File: src/pkg/fcr_pkg.sv
package fcr_pkg;

    ////////////////////////////////////////////////////////////////////////////////
    // Clock and program/erase pulse timing
    localparam int CORE_CLK_HZ    = 50_000_000;
    localparam int CORE_CLK_MHZ   = CORE_CLK_HZ / 1_000_000;
    localparam int PULSE_MIN_NS   = 5000;   // 5 us shortest timing pulse
    localparam int PULSE_MAX_NS   = 6700;   // 6.7 us longest timing pulse
    // Least time rounds up, longest time rounds down
    localparam int PULSE_MIN_CYC  = (PULSE_MIN_NS * CORE_CLK_MHZ + 999) / 1000;
    localparam int PULSE_MAX_CYC  = (PULSE_MAX_NS * CORE_CLK_MHZ) / 1000;
    localparam int PRESCALE_RATIO = 8;

    ////////////////////////////////////////////////////////////////////////////////
    // Register byte offsets
    localparam logic [7:0] OFF_CLK_RATIO = 8'h00;
    localparam logic [7:0] OFF_OPTION    = 8'h04;
    localparam logic [7:0] OFF_KEY_CTRL  = 8'h08;
    localparam logic [7:0] OFF_KEY_DATA  = 8'h0c;
    localparam logic [7:0] OFF_STATUS    = 8'h10;

    ////////////////////////////////////////////////////////////////////////////////
    // Field positions
    localparam int CR_LOADED_BIT   = 7;
    localparam int CR_PRESCALE_BIT = 6;
    localparam int CR_RATIO_LSB    = 0;
    localparam int CR_RATIO_W      = 6;
    localparam int OPT_KEY_EN_BIT  = 7;
    localparam int OPT_NORED_BIT   = 6;
    localparam int OPT_SEC_LSB     = 0;
    localparam int OPT_SEC_W       = 2;
    localparam int KC_ACCESS_BIT   = 0;
    localparam int ST_SECURE_BIT   = 0;
    localparam int ST_PE_EN_BIT    = 1;
    localparam int ST_RANGE_BIT    = 2;
    localparam int ST_KEY_BUSY_BIT = 3;
    localparam int ST_PE_BUSY_BIT  = 4;

    ////////////////////////////////////////////////////////////////////////////////
    // Codes, sizes and reset values
    localparam logic [1:0] SEC_UNSECURED = 2'h2;
    localparam int         KEY_BYTES     = 8;
    localparam logic [5:0] RATIO_RESET   = 6'h00;

    typedef enum logic [1:0] {
        KEY_IDLE,
        KEY_ENTRY,
        KEY_CHECK
    } fcr_key_state_t;

endpackage : fcr_pkg

File: src/fcr_clk_div.sv
module fcr_clk_div #(
    parameter int RATIO_W  = 6,
    parameter int PRESCALE = 8
) (
    // Clock and reset
    input  wire logic               core_clk,
    input  wire logic               rst_n,
    // Divider setting
    input  wire logic               enable,
    input  wire logic               prescale,
    input  wire logic [RATIO_W-1:0] ratio,
    // One-cycle flash timing enable
    output logic                    tick
);
    import fcr_pkg::*;

    localparam int PW = $clog2(PRESCALE);

    ////////////////////////////////////////////////////////////////////////////////
    // Prescale counter wraps freely, so it must be a power of two
    if (PRESCALE < 2 || (1 << PW) != PRESCALE) begin : g_bad_pre
        $error("fcr_clk_div: PRESCALE must be a power of two");
    end

    typedef struct packed {
        logic [PW-1:0]      preCnt;
        logic [RATIO_W-1:0] divCnt;
        logic               tick;
    } fcr_div_state_t;

    fcr_div_state_t s;
    fcr_div_state_t next_s;
    logic           preTick;

    // Prescaler then divide by ratio plus one
    always_comb begin
        next_s      = s;
        next_s.tick = 1'b0;
        preTick     = !prescale || (s.preCnt == PW'(PRESCALE - 1));
        if (!enable) begin
            next_s.preCnt = '0;
            next_s.divCnt = '0;
        end else begin
            next_s.preCnt = prescale ? s.preCnt + PW'(1) : '0;
            if (preTick) begin
                if (s.divCnt == ratio) begin
                    next_s.divCnt = '0;
                    next_s.tick   = 1'b1;
                end else begin
                    next_s.divCnt = s.divCnt + RATIO_W'(1);
                end
            end
        end
    end

    always_ff @(posedge core_clk) begin
        if (!rst_n) begin
            s <= '0;
        end else begin
            s <= next_s;
        end
    end

    assign tick = s.tick;

endmodule // fcr_clk_div

File: src/fcr_flash_cfg.sv
// Overview of operation
// - Ratio top bit read-only, low seven write-once
// - Loaded flag clears on reset, sets first write
// - Program/erase refused until ratio is loaded
// - Prescale bit selects bus clock or divide-by-eight
// - Divider divides input by field plus one
// - Timing pulse is one flash clock cycle
// - Nonvolatile bytes copied into control registers at reset
// - Option register loaded from stored option byte
// - Option bits five to two zero, writes ignored
// - Key enable zero blocks backdoor unlocking
// - Key writes only from secured firmware, not debug
// - Matching eight-byte key unlocks until next reset
// - Redirect-disable one stops vector redirection
// - Codes 00 and 11 secure, 10 unsecured
// - Secure state blocks unsecured memory access
// - Key match or blank check sets code 10
// - Code 01 is secure as well
// - Blocked writes ignored, blocked reads return zero
//
// Our own choices: register access over Avalon-MM and the placing of the registers.
module fcr_flash_cfg (
    // Clock and reset
    input  wire logic        core_clk,
    input  wire logic        rst_n,
    // Avalon-MM slave
    input  wire logic [7:0]  avs_address,
    input  wire logic        avs_read,
    input  wire logic        avs_write,
    input  wire logic [31:0] avs_writedata,
    input  wire logic [3:0]  avs_byteenable,
    output logic      [31:0] avs_readdata,
    output logic             avs_waitrequest,
    // Source of the current bus access
    input  wire logic        busFromSecureFw,
    input  wire logic        busFromDebug,
    // Nonvolatile contents
    input  wire logic [7:0]  storedOptionByte,
    input  wire logic [63:0] storedBackdoorKey,
    // Program/erase sequencing
    input  wire logic        peRequest,
    input  wire logic [7:0]  peOpPulses,
    input  wire logic        blankCheckPass,
    output logic             progEraseEnable,
    output logic             peRefused,
    output logic             peBusy,
    output logic             peDone,
    output logic             timingPulse,
    // Security and vectors
    output logic             secureActive,
    output logic             redirectEnable,
    // Secure memory gate
    input  wire logic        memRead,
    input  wire logic        memWrite,
    input  wire logic        memFromUnsecured,
    input  wire logic [7:0]  memReadDataIn,
    output logic             memWriteEnable,
    output logic      [7:0]  memReadData
);
    import fcr_pkg::*;

    ////////////////////////////////////////////////////////////////////////////////
    // Register state
    typedef struct packed {
        logic                  waitReq;
        logic [31:0]           rdata;
        logic                  loaded;
        logic                  prescale;
        logic [CR_RATIO_W-1:0] ratio;
        logic                  inRange;
        logic                  backdoor_key_enable;
        logic                  noRed;
        logic [OPT_SEC_W-1:0]  code;
        logic                  secure;
        logic                  redirEn;
        logic                  keyAccess;
        fcr_key_state_t        keyState;
        logic [3:0]            keyCount;
        logic [3:0]            chkIdx;
        logic                  cmpValid;
        logic [2:0]            cmpIdx;
        logic                  mismatch;
        logic                  peBusy;
        logic [7:0]            peLeft;
        logic                  peDone;
        logic                  peRefused;
        logic                  memWe;
        logic [7:0]            memRdata;
    } fcr_state_t;

    fcr_state_t s;
    fcr_state_t next_s;

    logic       flashTick;
    logic       kmWe;
    logic [2:0] kmWrAddr;
    logic [7:0] kmWrData;
    logic [2:0] kmRdAddr;
    logic [7:0] kmRdData;
    logic [4:0] sel;
    logic       busWrite;
    logic       keyWriteOk;
    logic [7:0] rdByte;
    logic [9:0] period;
    logic       byteBad;
    logic       blocked;

    // One-hot register select, shared by the read and write paths
    function automatic logic [4:0] decodeAddr(input logic [7:0] a);
        logic [4:0] r;
        r = 5'h00;
        if (a == OFF_CLK_RATIO) begin
            r = 5'h01;
        end else if (a == OFF_OPTION) begin
            r = 5'h02;
        end else if (a == OFF_KEY_CTRL) begin
            r = 5'h04;
        end else if (a == OFF_KEY_DATA) begin
            r = 5'h08;
        end else if (a == OFF_STATUS) begin
            r = 5'h10;
        end
        return r;
    endfunction

    ////////////////////////////////////////////////////////////////////////////////
    // Flash timing clock divider, held idle until the ratio is loaded
    fcr_clk_div #(
        .RATIO_W  (CR_RATIO_W),
        .PRESCALE (PRESCALE_RATIO)
    ) u_div (
        .core_clk (core_clk),
        .rst_n    (rst_n),
        .enable   (s.loaded),
        .prescale (s.prescale),
        .ratio    (s.ratio),
        .tick     (flashTick)
    );

    // Entered backdoor key bytes
    fcr_key_mem #(
        .WIDTH  (8),
        .DEPTH  (KEY_BYTES),
        .AW     (3)
    ) u_key (
        .core_clk (core_clk),
        .rst_n    (rst_n),
        .wrEn     (kmWe),
        .wrAddr   (kmWrAddr),
        .wrData   (kmWrData),
        .rdAddr   (kmRdAddr),
        .rdData   (kmRdData)
    );

    ////////////////////////////////////////////////////////////////////////////////
    // Next-state logic
    always_comb begin
        next_s          = s;
        next_s.peDone   = 1'b0;
        next_s.peRefused = 1'b0;
        next_s.waitReq  = 1'b1;
        sel             = decodeAddr(avs_address);
        kmWe            = 1'b0;
        kmWrAddr        = s.keyCount[2:0];
        kmWrData        = avs_writedata[7:0];
        kmRdAddr        = s.chkIdx[2:0];
        byteBad         = 1'b0;
        // Write takes effect at the edge after the wait state, while waitrequest is low
        busWrite        = avs_write && !s.waitReq && avs_byteenable[0];
        // Debug commands never feed the key path
        keyWriteOk      = busWrite && busFromSecureFw && !busFromDebug && s.backdoor_key_enable;

        // Read mux; unmapped and write-only addresses read zero
        rdByte = 8'h00;
        if (sel[0]) begin
            rdByte = {s.loaded, s.prescale, s.ratio};
        end else if (sel[1]) begin
            rdByte = {s.backdoor_key_enable, s.noRed, 4'h0, s.code};
        end else if (sel[2]) begin
            rdByte = {7'h00, s.keyAccess};
        end else if (sel[4]) begin
            rdByte                  = 8'h00;
            rdByte[ST_SECURE_BIT]   = s.secure;
            rdByte[ST_PE_EN_BIT]    = s.loaded;
            rdByte[ST_RANGE_BIT]    = s.inRange;
            rdByte[ST_KEY_BUSY_BIT] = s.keyState != KEY_IDLE;
            rdByte[ST_PE_BUSY_BIT]  = s.peBusy;
        end

        // One wait state: answer one cycle after the request is seen
        if ((avs_read || avs_write) && s.waitReq) begin
            next_s.waitReq = 1'b0;
            next_s.rdata   = {24'h000000, rdByte};
        end

        // Ratio accepts only the first write after reset, any value
        if (busWrite && sel[0] && !s.loaded) begin
            next_s.loaded   = 1'b1;
            next_s.prescale = avs_writedata[CR_PRESCALE_BIT];
            next_s.ratio    = avs_writedata[CR_RATIO_LSB +: CR_RATIO_W];
        end
        // Option register writes fall through with no effect

        // Flags a legal pulse length for the chosen setting
        period = (s.prescale ? 10'(PRESCALE_RATIO) : 10'h001) * (10'(s.ratio) + 10'h001);
        next_s.inRange = (period >= 10'(PULSE_MIN_CYC)) && (period <= 10'(PULSE_MAX_CYC));

        // Key access open/close
        if (keyWriteOk && sel[2]) begin
            if (avs_writedata[KC_ACCESS_BIT] && !s.keyAccess && s.keyState == KEY_IDLE) begin
                next_s.keyAccess = 1'b1;
                next_s.keyCount  = 4'h0;
                next_s.keyState  = KEY_ENTRY;
            end else if (!avs_writedata[KC_ACCESS_BIT] && s.keyAccess) begin
                next_s.keyAccess = 1'b0;
                next_s.chkIdx    = 4'h0;
                next_s.cmpValid  = 1'b0;
                next_s.mismatch  = 1'b0;
                // A short key never matches
                next_s.keyState  = (s.keyCount == 4'(KEY_BYTES)) ? KEY_CHECK : KEY_IDLE;
            end
        end

        // Key bytes are taken in order; extras past eight are dropped
        if (keyWriteOk && sel[3] && s.keyAccess && s.keyCount < 4'(KEY_BYTES)) begin
            kmWe            = 1'b1;
            next_s.keyCount = s.keyCount + 4'h1;
        end

        // Compare walks the entered bytes against the stored key
        if (s.keyState == KEY_CHECK) begin
            if (s.chkIdx < 4'(KEY_BYTES)) begin
                next_s.chkIdx   = s.chkIdx + 4'h1;
                next_s.cmpValid = 1'b1;
                next_s.cmpIdx   = s.chkIdx[2:0];
            end else begin
                next_s.cmpValid = 1'b0;
            end
            if (s.cmpValid) begin
                byteBad         = kmRdData != storedBackdoorKey[{s.cmpIdx, 3'b000} +: 8];
                next_s.mismatch = s.mismatch || byteBad;
                if (s.cmpIdx == 3'(KEY_BYTES - 1)) begin
                    next_s.keyState = KEY_IDLE;
                    next_s.cmpValid = 1'b0;
                    if (!s.mismatch && !byteBad && s.backdoor_key_enable) begin
                        next_s.code = SEC_UNSECURED;
                    end
                end
            end
        end

        // Successful blank check also unlocks until reset
        if (blankCheckPass) begin
            next_s.code = SEC_UNSECURED;
        end

        // Only code 10 leaves the part unsecured
        next_s.secure  = next_s.code != SEC_UNSECURED;
        next_s.redirEn = !next_s.noRed;

        // Program/erase: refused before the ratio is loaded
        if (peRequest && !s.loaded) begin
            next_s.peRefused = 1'b1;
        end else if (peRequest && !s.peBusy) begin
            next_s.peBusy = 1'b1;
            next_s.peLeft = (peOpPulses == 8'h00) ? 8'h01 : peOpPulses;
        end
        // Operation lasts a whole number of timing pulses
        if (s.peBusy && flashTick) begin
            next_s.peLeft = s.peLeft - 8'h01;
            if (s.peLeft == 8'h01) begin
                next_s.peBusy = 1'b0;
                next_s.peDone = 1'b1;
            end
        end

        // Secure memory gate; flash reads also blank while key access is open
        blocked         = s.secure && memFromUnsecured;
        next_s.memWe    = memWrite && !blocked;
        next_s.memRdata = (memRead && !blocked && !s.keyAccess) ? memReadDataIn : 8'h00;
    end

    ////////////////////////////////////////////////////////////////////////////////
    // State register; reset copies the stored option byte into the shadow
    always_ff @(posedge core_clk) begin
        if (!rst_n) begin
            s          <= '0;
            s.waitReq  <= 1'b1;
            s.ratio    <= RATIO_RESET;
            s.loaded   <= 1'b0;
            s.keyState <= KEY_IDLE;
            s.backdoor_key_enable    <= storedOptionByte[OPT_KEY_EN_BIT];
            s.noRed    <= storedOptionByte[OPT_NORED_BIT];
            s.code     <= storedOptionByte[OPT_SEC_LSB +: OPT_SEC_W];
            s.secure   <= storedOptionByte[OPT_SEC_LSB +: OPT_SEC_W] != SEC_UNSECURED;
            s.redirEn  <= !storedOptionByte[OPT_NORED_BIT];
        end else begin
            s <= next_s;
        end
    end

    ////////////////////////////////////////////////////////////////////////////////
    // Outputs straight from flops
    assign avs_readdata    = s.rdata;
    assign avs_waitrequest = s.waitReq;
    assign progEraseEnable = s.loaded;
    assign peRefused       = s.peRefused;
    assign peBusy          = s.peBusy;
    assign peDone          = s.peDone;
    assign timingPulse     = flashTick;
    assign secureActive    = s.secure;
    assign redirectEnable  = s.redirEn;
    assign memWriteEnable  = s.memWe;
    assign memReadData     = s.memRdata;

endmodule // fcr_flash_cfg

File: src/fcr_key_mem.sv
module fcr_key_mem #(
    parameter int WIDTH = 8,
    parameter int DEPTH = 8,
    parameter int AW    = 3
) (
    // Clock and reset
    input  wire logic             core_clk,
    input  wire logic             rst_n,
    // Write port
    input  wire logic             wrEn,
    input  wire logic [AW-1:0]    wrAddr,
    input  wire logic [WIDTH-1:0] wrData,
    // Registered read port
    input  wire logic [AW-1:0]    rdAddr,
    output logic      [WIDTH-1:0] rdData
);
    import fcr_pkg::*;

    ////////////////////////////////////////////////////////////////////////////////
    // Refuse shapes the address cannot reach
    if (DEPTH < 2 || (1 << AW) < DEPTH) begin : g_bad_depth
        $error("fcr_key_mem: DEPTH does not fit AW");
    end

    typedef struct packed {
        logic [DEPTH-1:0][WIDTH-1:0] mem;
        logic [WIDTH-1:0]            rd;
    } fcr_mem_state_t;

    fcr_mem_state_t s;
    fcr_mem_state_t next_s;

    // Read data lag the address by one cycle
    always_comb begin
        next_s    = s;
        next_s.rd = s.mem[rdAddr];
        if (wrEn) begin
            next_s.mem[wrAddr] = wrData;
        end
    end

    // Entered key is wiped on reset so a stale guess never survives
    always_ff @(posedge core_clk) begin
        if (!rst_n) begin
            s <= '0;
        end else begin
            s <= next_s;
        end
    end

    assign rdData = s.rd;

endmodule // fcr_key_mem

File: config.mk
export PLATFORM = sky130hd
export DESIGN_NAME = fcr_flash_cfg
export DESIGN_NICKNAME = d
export VERILOG_FILES = /design/src/pkg/fcr_pkg.sv /design/src/fcr_clk_div.sv /design/src/fcr_flash_cfg.sv /design/src/fcr_key_mem.sv
export SDC_FILE = /design/constraint.sdc
export NUM_CORES = 1
export LEC_CHECK = 0
export BUFFER_PORTS_ARGS = -buffer_cell sky130_fd_sc_hd__buf_2
export CORE_ASPECT_RATIO = 0.7
export CORE_MARGIN = 2
export CORE_UTILIZATION = 45
export CTS_CLUSTER_SIZE = 28
export DETAILED_ROUTE_END_ITERATION = 16
export GPL_TIMING_DRIVEN = 0
export PLACE_DENSITY = 0.7
export SLEW_MARGIN = 25
export SYNTH_ARGS = -nofsm -noshare
export SYNTH_HDL_FRONTEND = slang
export SYNTH_SLANG_ARGS = --single-unit
export TNS_END_PERCENT = 10
File: constraint.sdc
create_clock -name core_clk -period 5 [get_ports core_clk]
set_clock_uncertainty 0.05 [all_clocks]
set_input_delay 0.25 -clock core_clk [delete_from_list [all_inputs] [get_ports core_clk]]
set_output_delay 0.25 -clock core_clk [all_outputs]
set_load 0.02 [all_outputs]
* Word-level counts from Yosys, hierarchy flattened
Cells that the tools add are included.
Storage, ports and cells: bits in registers 142, input bits 143, output and inout bits 49, logic and storage cells 181
Cells by class: add/sub/neg operators 6, multipliers 1, magnitude comparators 7, equal/unequal tests 15, shifts and indexed selects 1, mux-type cells 54, reductions and logical operators 61
Operator list (number):
- bitwise mux 64 bit | 1
- variable part select 64 x 7 -> 8 bit | 1
- 2-to-1 mux 8 bit | 6
- 2-to-1 mux 5 bit | 9
- 2-to-1 mux 40 bit | 1
- 2-to-1 mux 33 bit | 1
- 2-to-1 mux 9 bit | 3
- logical AND 1 bit | 26
- binary-select mux 8 bit (select 3 bit) | 1
- demux 8 bit (select 3 bit) | 1
- 2-to-1 mux 2 bit | 9
- equality test 8 x 4 -> 1 bit (second input constant) | 2
- zero test 8 bit | 2
- 2-to-1 mux 4 bit | 4
- AND reduction 2 bit | 7
- nonzero test 2 bit | 7
- zero test 1 bit | 12
- 2-to-1 mux 1 bit | 12
- 2-to-1 mux 12 bit | 1
- >= comparator 10 x 8 -> 1 bit (second input constant) | 1
- less-or-equal comparator 10 x 9 -> 1 bit (second input constant) | 1
- multiplier 4 x 7 -> 10 bit | 1
- 2-to-1 mux 10 bit | 1
- 2-to-1 mux 3 bit | 3
- 22 further kinds | 32

* Depth between registers and ports, before layout
word-level depth 12, mapped depth 12

* Cells and area by module
From an unflattened synthesis, not the netlist that was laid out.
Second synthesis, totals: cells, all modules 798, area total of the unflattened synthesis 7422.1 um^2
Modules (own cells, without submodules):
- fcr_flash_cfg | times used 1, cells each 423, area each 3734.8 um^2, sequential area each 1221.2 um^2
- fcr_key_mem | times used 1, cells each 326, area each 3161.8 um^2, sequential area each 1441.4 um^2
- fcr_clk_div | times used 1, cells each 49, area each 525.5 um^2, sequential area each 200.2 um^2

* Worst setup path before layout
Ideal clock, no wire load.
path type reg2reg, from register s (netlist bit avs_waitrequest), to register u_key.s[32] (netlist name), arrival 2.320 ns, data required time 4.820 ns, path slack 2.500 ns, cell stages (with the launch flop) 8, buffers on the path 0, period minus slack after synthesis 2.500 ns, cell sequence dfxtp_1 nand3b_1 or4b_4 nor4_4 nand2_1 nor2_2 mux2i_1 nor2_1
Between the ends: cells in the longest elaborated chain, start to end 10
RTL lines:
- from (decl) | line fcr_flash_cfg.sv:91 | fcr_state_t s;
- from (signal assigned) | line fcr_flash_cfg.sv:298 | s <= next_s;
- zero test 1 bit | line fcr_flash_cfg.sv:169 | busWrite = avs_write && !s.waitReq && avs_byteenable[0];
- logical AND 1 bit (2 in a row) | line fcr_flash_cfg.sv:169
- logical AND 1 bit (3 in a row) | line fcr_flash_cfg.sv:171 | keyWriteOk = busWrite && busFromSecureFw && !busFromDebug && s.backdoor_key_enable;
- logical AND 1 bit (3 in a row) | line fcr_flash_cfg.sv:225 | if (keyWriteOk && sel[3] && s.keyAccess && s.keyCount < 4'(KEY_BYTES)) begin
- 2-to-1 mux 1 bit | line fcr_flash_cfg.sv:225
- to (signal assigned) | line fcr_key_mem.sv:47 | s <= next_s;
- to (decl) | line fcr_key_mem.sv:30 | fcr_mem_state_t s;
Every way passes these cells. A chain may end at the register's enable or synchronous reset.

* Worst setup path after layout
from register s[23] (netlist name), to register s[38] (netlist name)
Between the ends: cells in the longest elaborated chain, start to end 11, elaborated cells on any way between the ends 12, those cells by class eq/ne (2); shift (1); mux (6); reduce/logical (3)
RTL lines:
- variable part select 64 x 7 -> 8 bit | line fcr_flash_cfg.sv:240 | byteBad = kmRdData != storedBackdoorKey[{s.cmpIdx, 3'b000} +: 8];
- inequality test 8 bit | line fcr_flash_cfg.sv:240
- zero test 1 bit | line fcr_flash_cfg.sv:245 | if (!s.mismatch && !byteBad && s.backdoor_key_enable) begin
- logical AND 1 bit (2 in a row) | line fcr_flash_cfg.sv:245
- 2-to-1 mux 2 bit | line fcr_flash_cfg.sv:245
- 2-to-1 mux 2 bit * | line fcr_flash_cfg.sv:242 | if (s.cmpIdx == 3'(KEY_BYTES - 1)) begin
- 2-to-1 mux 2 bit * | line fcr_flash_cfg.sv:239 | if (s.cmpValid) begin
- 2-to-1 mux 2 bit * | line fcr_flash_cfg.sv:231 | if (s.keyState == KEY_CHECK) begin
- 2-to-1 mux 2 bit * | line fcr_flash_cfg.sv:253 | if (blankCheckPass) begin
- 2-to-1 mux 40 bit * | line fcr_flash_cfg.sv:286 | if (!rst_n) begin
Every way passes the cells marked *; elsewhere a longest branch is shown, timed or not.

==> metrics.md <==
| Metric | Value |
|---|---|
| Status | `finished, final reports clean` |
| GP Congestion | `0.854` |
| Max_cap viols | `0` |
| Core Rows | `38` |
| Area Growth Syn to Fin | `23.4%` |
| CP Capture Type | `register` |
| Vias in the first global route | `roughly 6200` |
| Num CTS Buffers | `17` |
| Pleak | `roughly 3.6 nW` |
| Register area share after synthesis | `between 30 and 40%` |
| Yosys top cell area share | `about two fifths` |
| Clk_lat worst skew | `approximately 420 ps` |
| CTS tree | `done` |
| Final Hold Fails | `0` |
| CP startpoint kind | `register` |
| Final Max Tran Viols | `0` |
| Total Neg Setup Slack | `0 ps` |
| RSZ-0062 raised after global routing | `no` |
| DR iter-0 viols | `slightly above 500` |
| Post-synth cell types | `66` |
| Most frequent cells after synthesis | `dfxtp_1, nand2_1, a21oi_1, nor2_1, mux2i_1` |
| Antenna violations before repair | `0` |
| Mapped cell area | `approximately 0.0073 mm²` |
| Tot GR Track Use | `roughly a quarter` |
| Routed vias | `6551` |
| Power Density | `291 mW/mm²` |
| WL per Instance | `between 15 and 20 µm` |
| Layout cell share with drive strength beyond 1 | `24.0%` |
| Core footprint | `approximately 0.016 mm²` |
| Logic pwr share | `7.1%` |
| Htree depth | `4` |
| Met3 routed WL | `1750 µm` |
| Final Power | `~0.0026 W` |
| Fin crit share | `about three fifths` |
| Crit path DAT | `between 3000 and 4000 ps` |
| Routed wl met2 | `approximately 9000 µm` |
| First drt pass iteration count | `5` |
| Yosys warns | `0` |
| Syn avg cell area | `~8.9 µm²` |
| Min-delay worst type | `input port to register` |
| Residual DRC | `0` |
| Final WL | `20500 µm` |
| Port-buffer cells | `around 130` |
| Max VDD drop | `approximately 0.23 mV` |
| HPWL Detailed | `about 15000 µm` |
| Net Sw Power | `between 0.0006 and 0.0007 W` |
| Yosys reg bits | `approximately 140` |
| Post-Synthesis Cells | `just over 800` |
| Clk sinks | `142` |
| Total die area | `0.0172 mm²` |
| Flop pwr share | `~44%` |
| Maximum clock path buffer count | `2` |
| Leading area contributor after synthesis | `dfxtp_1` |
| Clock-pin slew reported for the worst setup and hold paths after clock tree synthesis | `60 ps` |
| GR Overflow Total | `0` |
| Finished Core Util | `57.4%` |
| Worst EP required | `about 5200 ps` |
| Top fanout value on the critical path | `10` |
| Starting Density | `46.5%` |
| Highest Signal Layer | `met4` |
| Antenna cell count | `0` |
| Largest net degree at the start of global routing | `17` |
| Highest clock rate | `approximately 330 MHz` |
| First-pass GRT wire length | `31700 µm` |
| Remaining antenna violation count | `0` |
| Ranking of synthesized cells by area | `dfxtp_1, mux2i_1, nand2_1` |
| Worst-margin pin slew | `926 ps` |
| Type of the worst setup path | `register to register` |
| WL met1 | `roughly 9300 µm` |
| Clk pwr share | `between 40% and 50%` |
| Filler cell count | `between 1000 and 1500` |
| Int Pwr | `about 0.0020 W` |
| Slew Limit Headroom | `~38%` |
| Number of post-CTS setup repair buffers | `0` |
| Sw Ratio | `23.5%` |
| Root Buffer | `clkbuf_16` |
| I/O Pins | `192` |
| EDFF count, synth | `2` |
| Ys flop type | `dfxtp_1` |
| Async S/R FF share, synth | `0%` |
| Via density | `~5.4` |
| Minimum clock period | `3000 ps` |
| Die height | `110 µm` |
| Die X | `between 150 and 200 µm` |
| Layout net count | `1158` |
| Final setup fails | `0` |
| Count leader, synth | `dfxtp_1` |
==> stage by stage <==
| stage | worst slack [ps] | cells | hold WS (ps) | instance area (µm²) |
|---|---|---|---|---|
| 4_1_cts | 1930 | 1214 | 1.05 | 8980 |
| 2_1_floorplan | 2500 | 844 | 295 | 7380 |
| 3_3_place_gp | 1940 | 1172 | 371 | 8280 |
| 5_1_grt | 1770 | 1214 | 13.7 | 8980 |
| 3_5_place_dp | 1980 | 1172 | 372 | 8280 |
| 6_report | 2000 | 1214 | 5.44 | 8980 |
==> cell type report <==
cell class | instances | area, µm² | share of cell area, %
buffer | 87 | 488 | 5.43
clock buffer | 20 | 468 | 5.21
clock inverter | 12 | 134 | 1.49
inverter | 14 | 52.6 | 0.585
multi-input combinational | 601 | 3990 | 44.4
sequential | 142 | 2860 | 31.9
tap | 200 | 250 | 2.79
timing repair buffer | 138 | 741 | 8.25
==> worst max-delay path: stages, from the launching register on <==
cell,delay [ps]
dfxtp_1,300
buf_2,210
buf_2,270
buf_1,470
mux4_1,380
mux2i_1,250
xor2_1,170
nand4_1,230
nor4_4,390
o32ai_1,120
==> power groups by stage <==
stage	registers [W]	clock network, W	logic (W)
3_5_place_dp	0.00117	0	0.000178
3_3_place_gp	0.00117	0	0.000176
6_report	0.00115	0.00128	0.000185
5_1_grt	0.00115	0.00133	0.000202
2_1_floorplan	0.00117	0	0.0000993
4_1_cts	0.00115	0.00129	0.000185
==> cell usage in the layout (no fill, tap or decap), drive strengths merged, types with 5 or more instances in the layout <==
cell	netlist	layout
dfxtp	140	140
buf	54	182
conb	1	29
ha	13	13
clkbuf	33	53
nand3b	6	6
nand2b	9	9
clkinvlp	0	5
and2	10	10
nand4	8	8
o21ai	14	14
nor3	19	19
a21oi	84	84
mux2	9	9
xor2	14	14
mux4	24	24
nand3	20	20
nor2b	6	6
mux2i	51	51
clkinv	1	5
inv	13	14
nor4	11	11
nand2	136	136
xnor2	11	11
dlygate4sd3	0	10
nor2	71	71
==> per-layer routing <==
metal,vias to the layer above,GRT usage [%]
li1,3175,-
met1,3068,32.2
met2,286,37.2
met3,22,5.14
met4,0,6.48
met5,-,0
==> logic make-up after synthesis <==
| kind of cell | synth area share [%] |
|---|---|
| multiplexers | 16.2 |
| adder cells (fa/ha/maj) | 2.51 |
| XOR/XNOR | 3.01 |
| AND/OR/NAND/NOR | 21.1 |
| flip-flops | 39.3 |
| AO/OA/AOI/OAI | 10.4 |
| other | 0.0515 |
| buffers and inverters | 7.43 |
==> what timing repair did <==
action,in CTS,in global routing
endpoints found under the hold margin,11,0
gates resized for setup,0,0
hold buffers,10,0
==> sequential cells by signal, summed over array words and instances, names as in the netlist <==
signal / cells
secureActive: 1
kmRdAddr: 3
peRefused: 1
s: 28
memWriteEnable: 1
progEraseEnable: 1
u_div.s: 9
avs_readdata: 8
u_key.s: 64
peBusy: 1
redirectEnable: 1
u_div.tick: 1
kmWrAddr: 3
memReadData: 8
peDone: 1
u_key.rdData: 8
avs_waitrequest: 1
next_s: 2
==> worst paths after layout <==
check | depth (start not counted) | endpoint | startpoint | slack, ps
max | 9 | s[38] | s[23] | 2000
min | 3 | peRefused | peRequest | 5
max reg2reg | 9 | s[38] | s[23] | 2000
min reg2reg | 1 | u_div.s[7] | u_div.s[7] | 380
(Power assumes the default switching activity.)
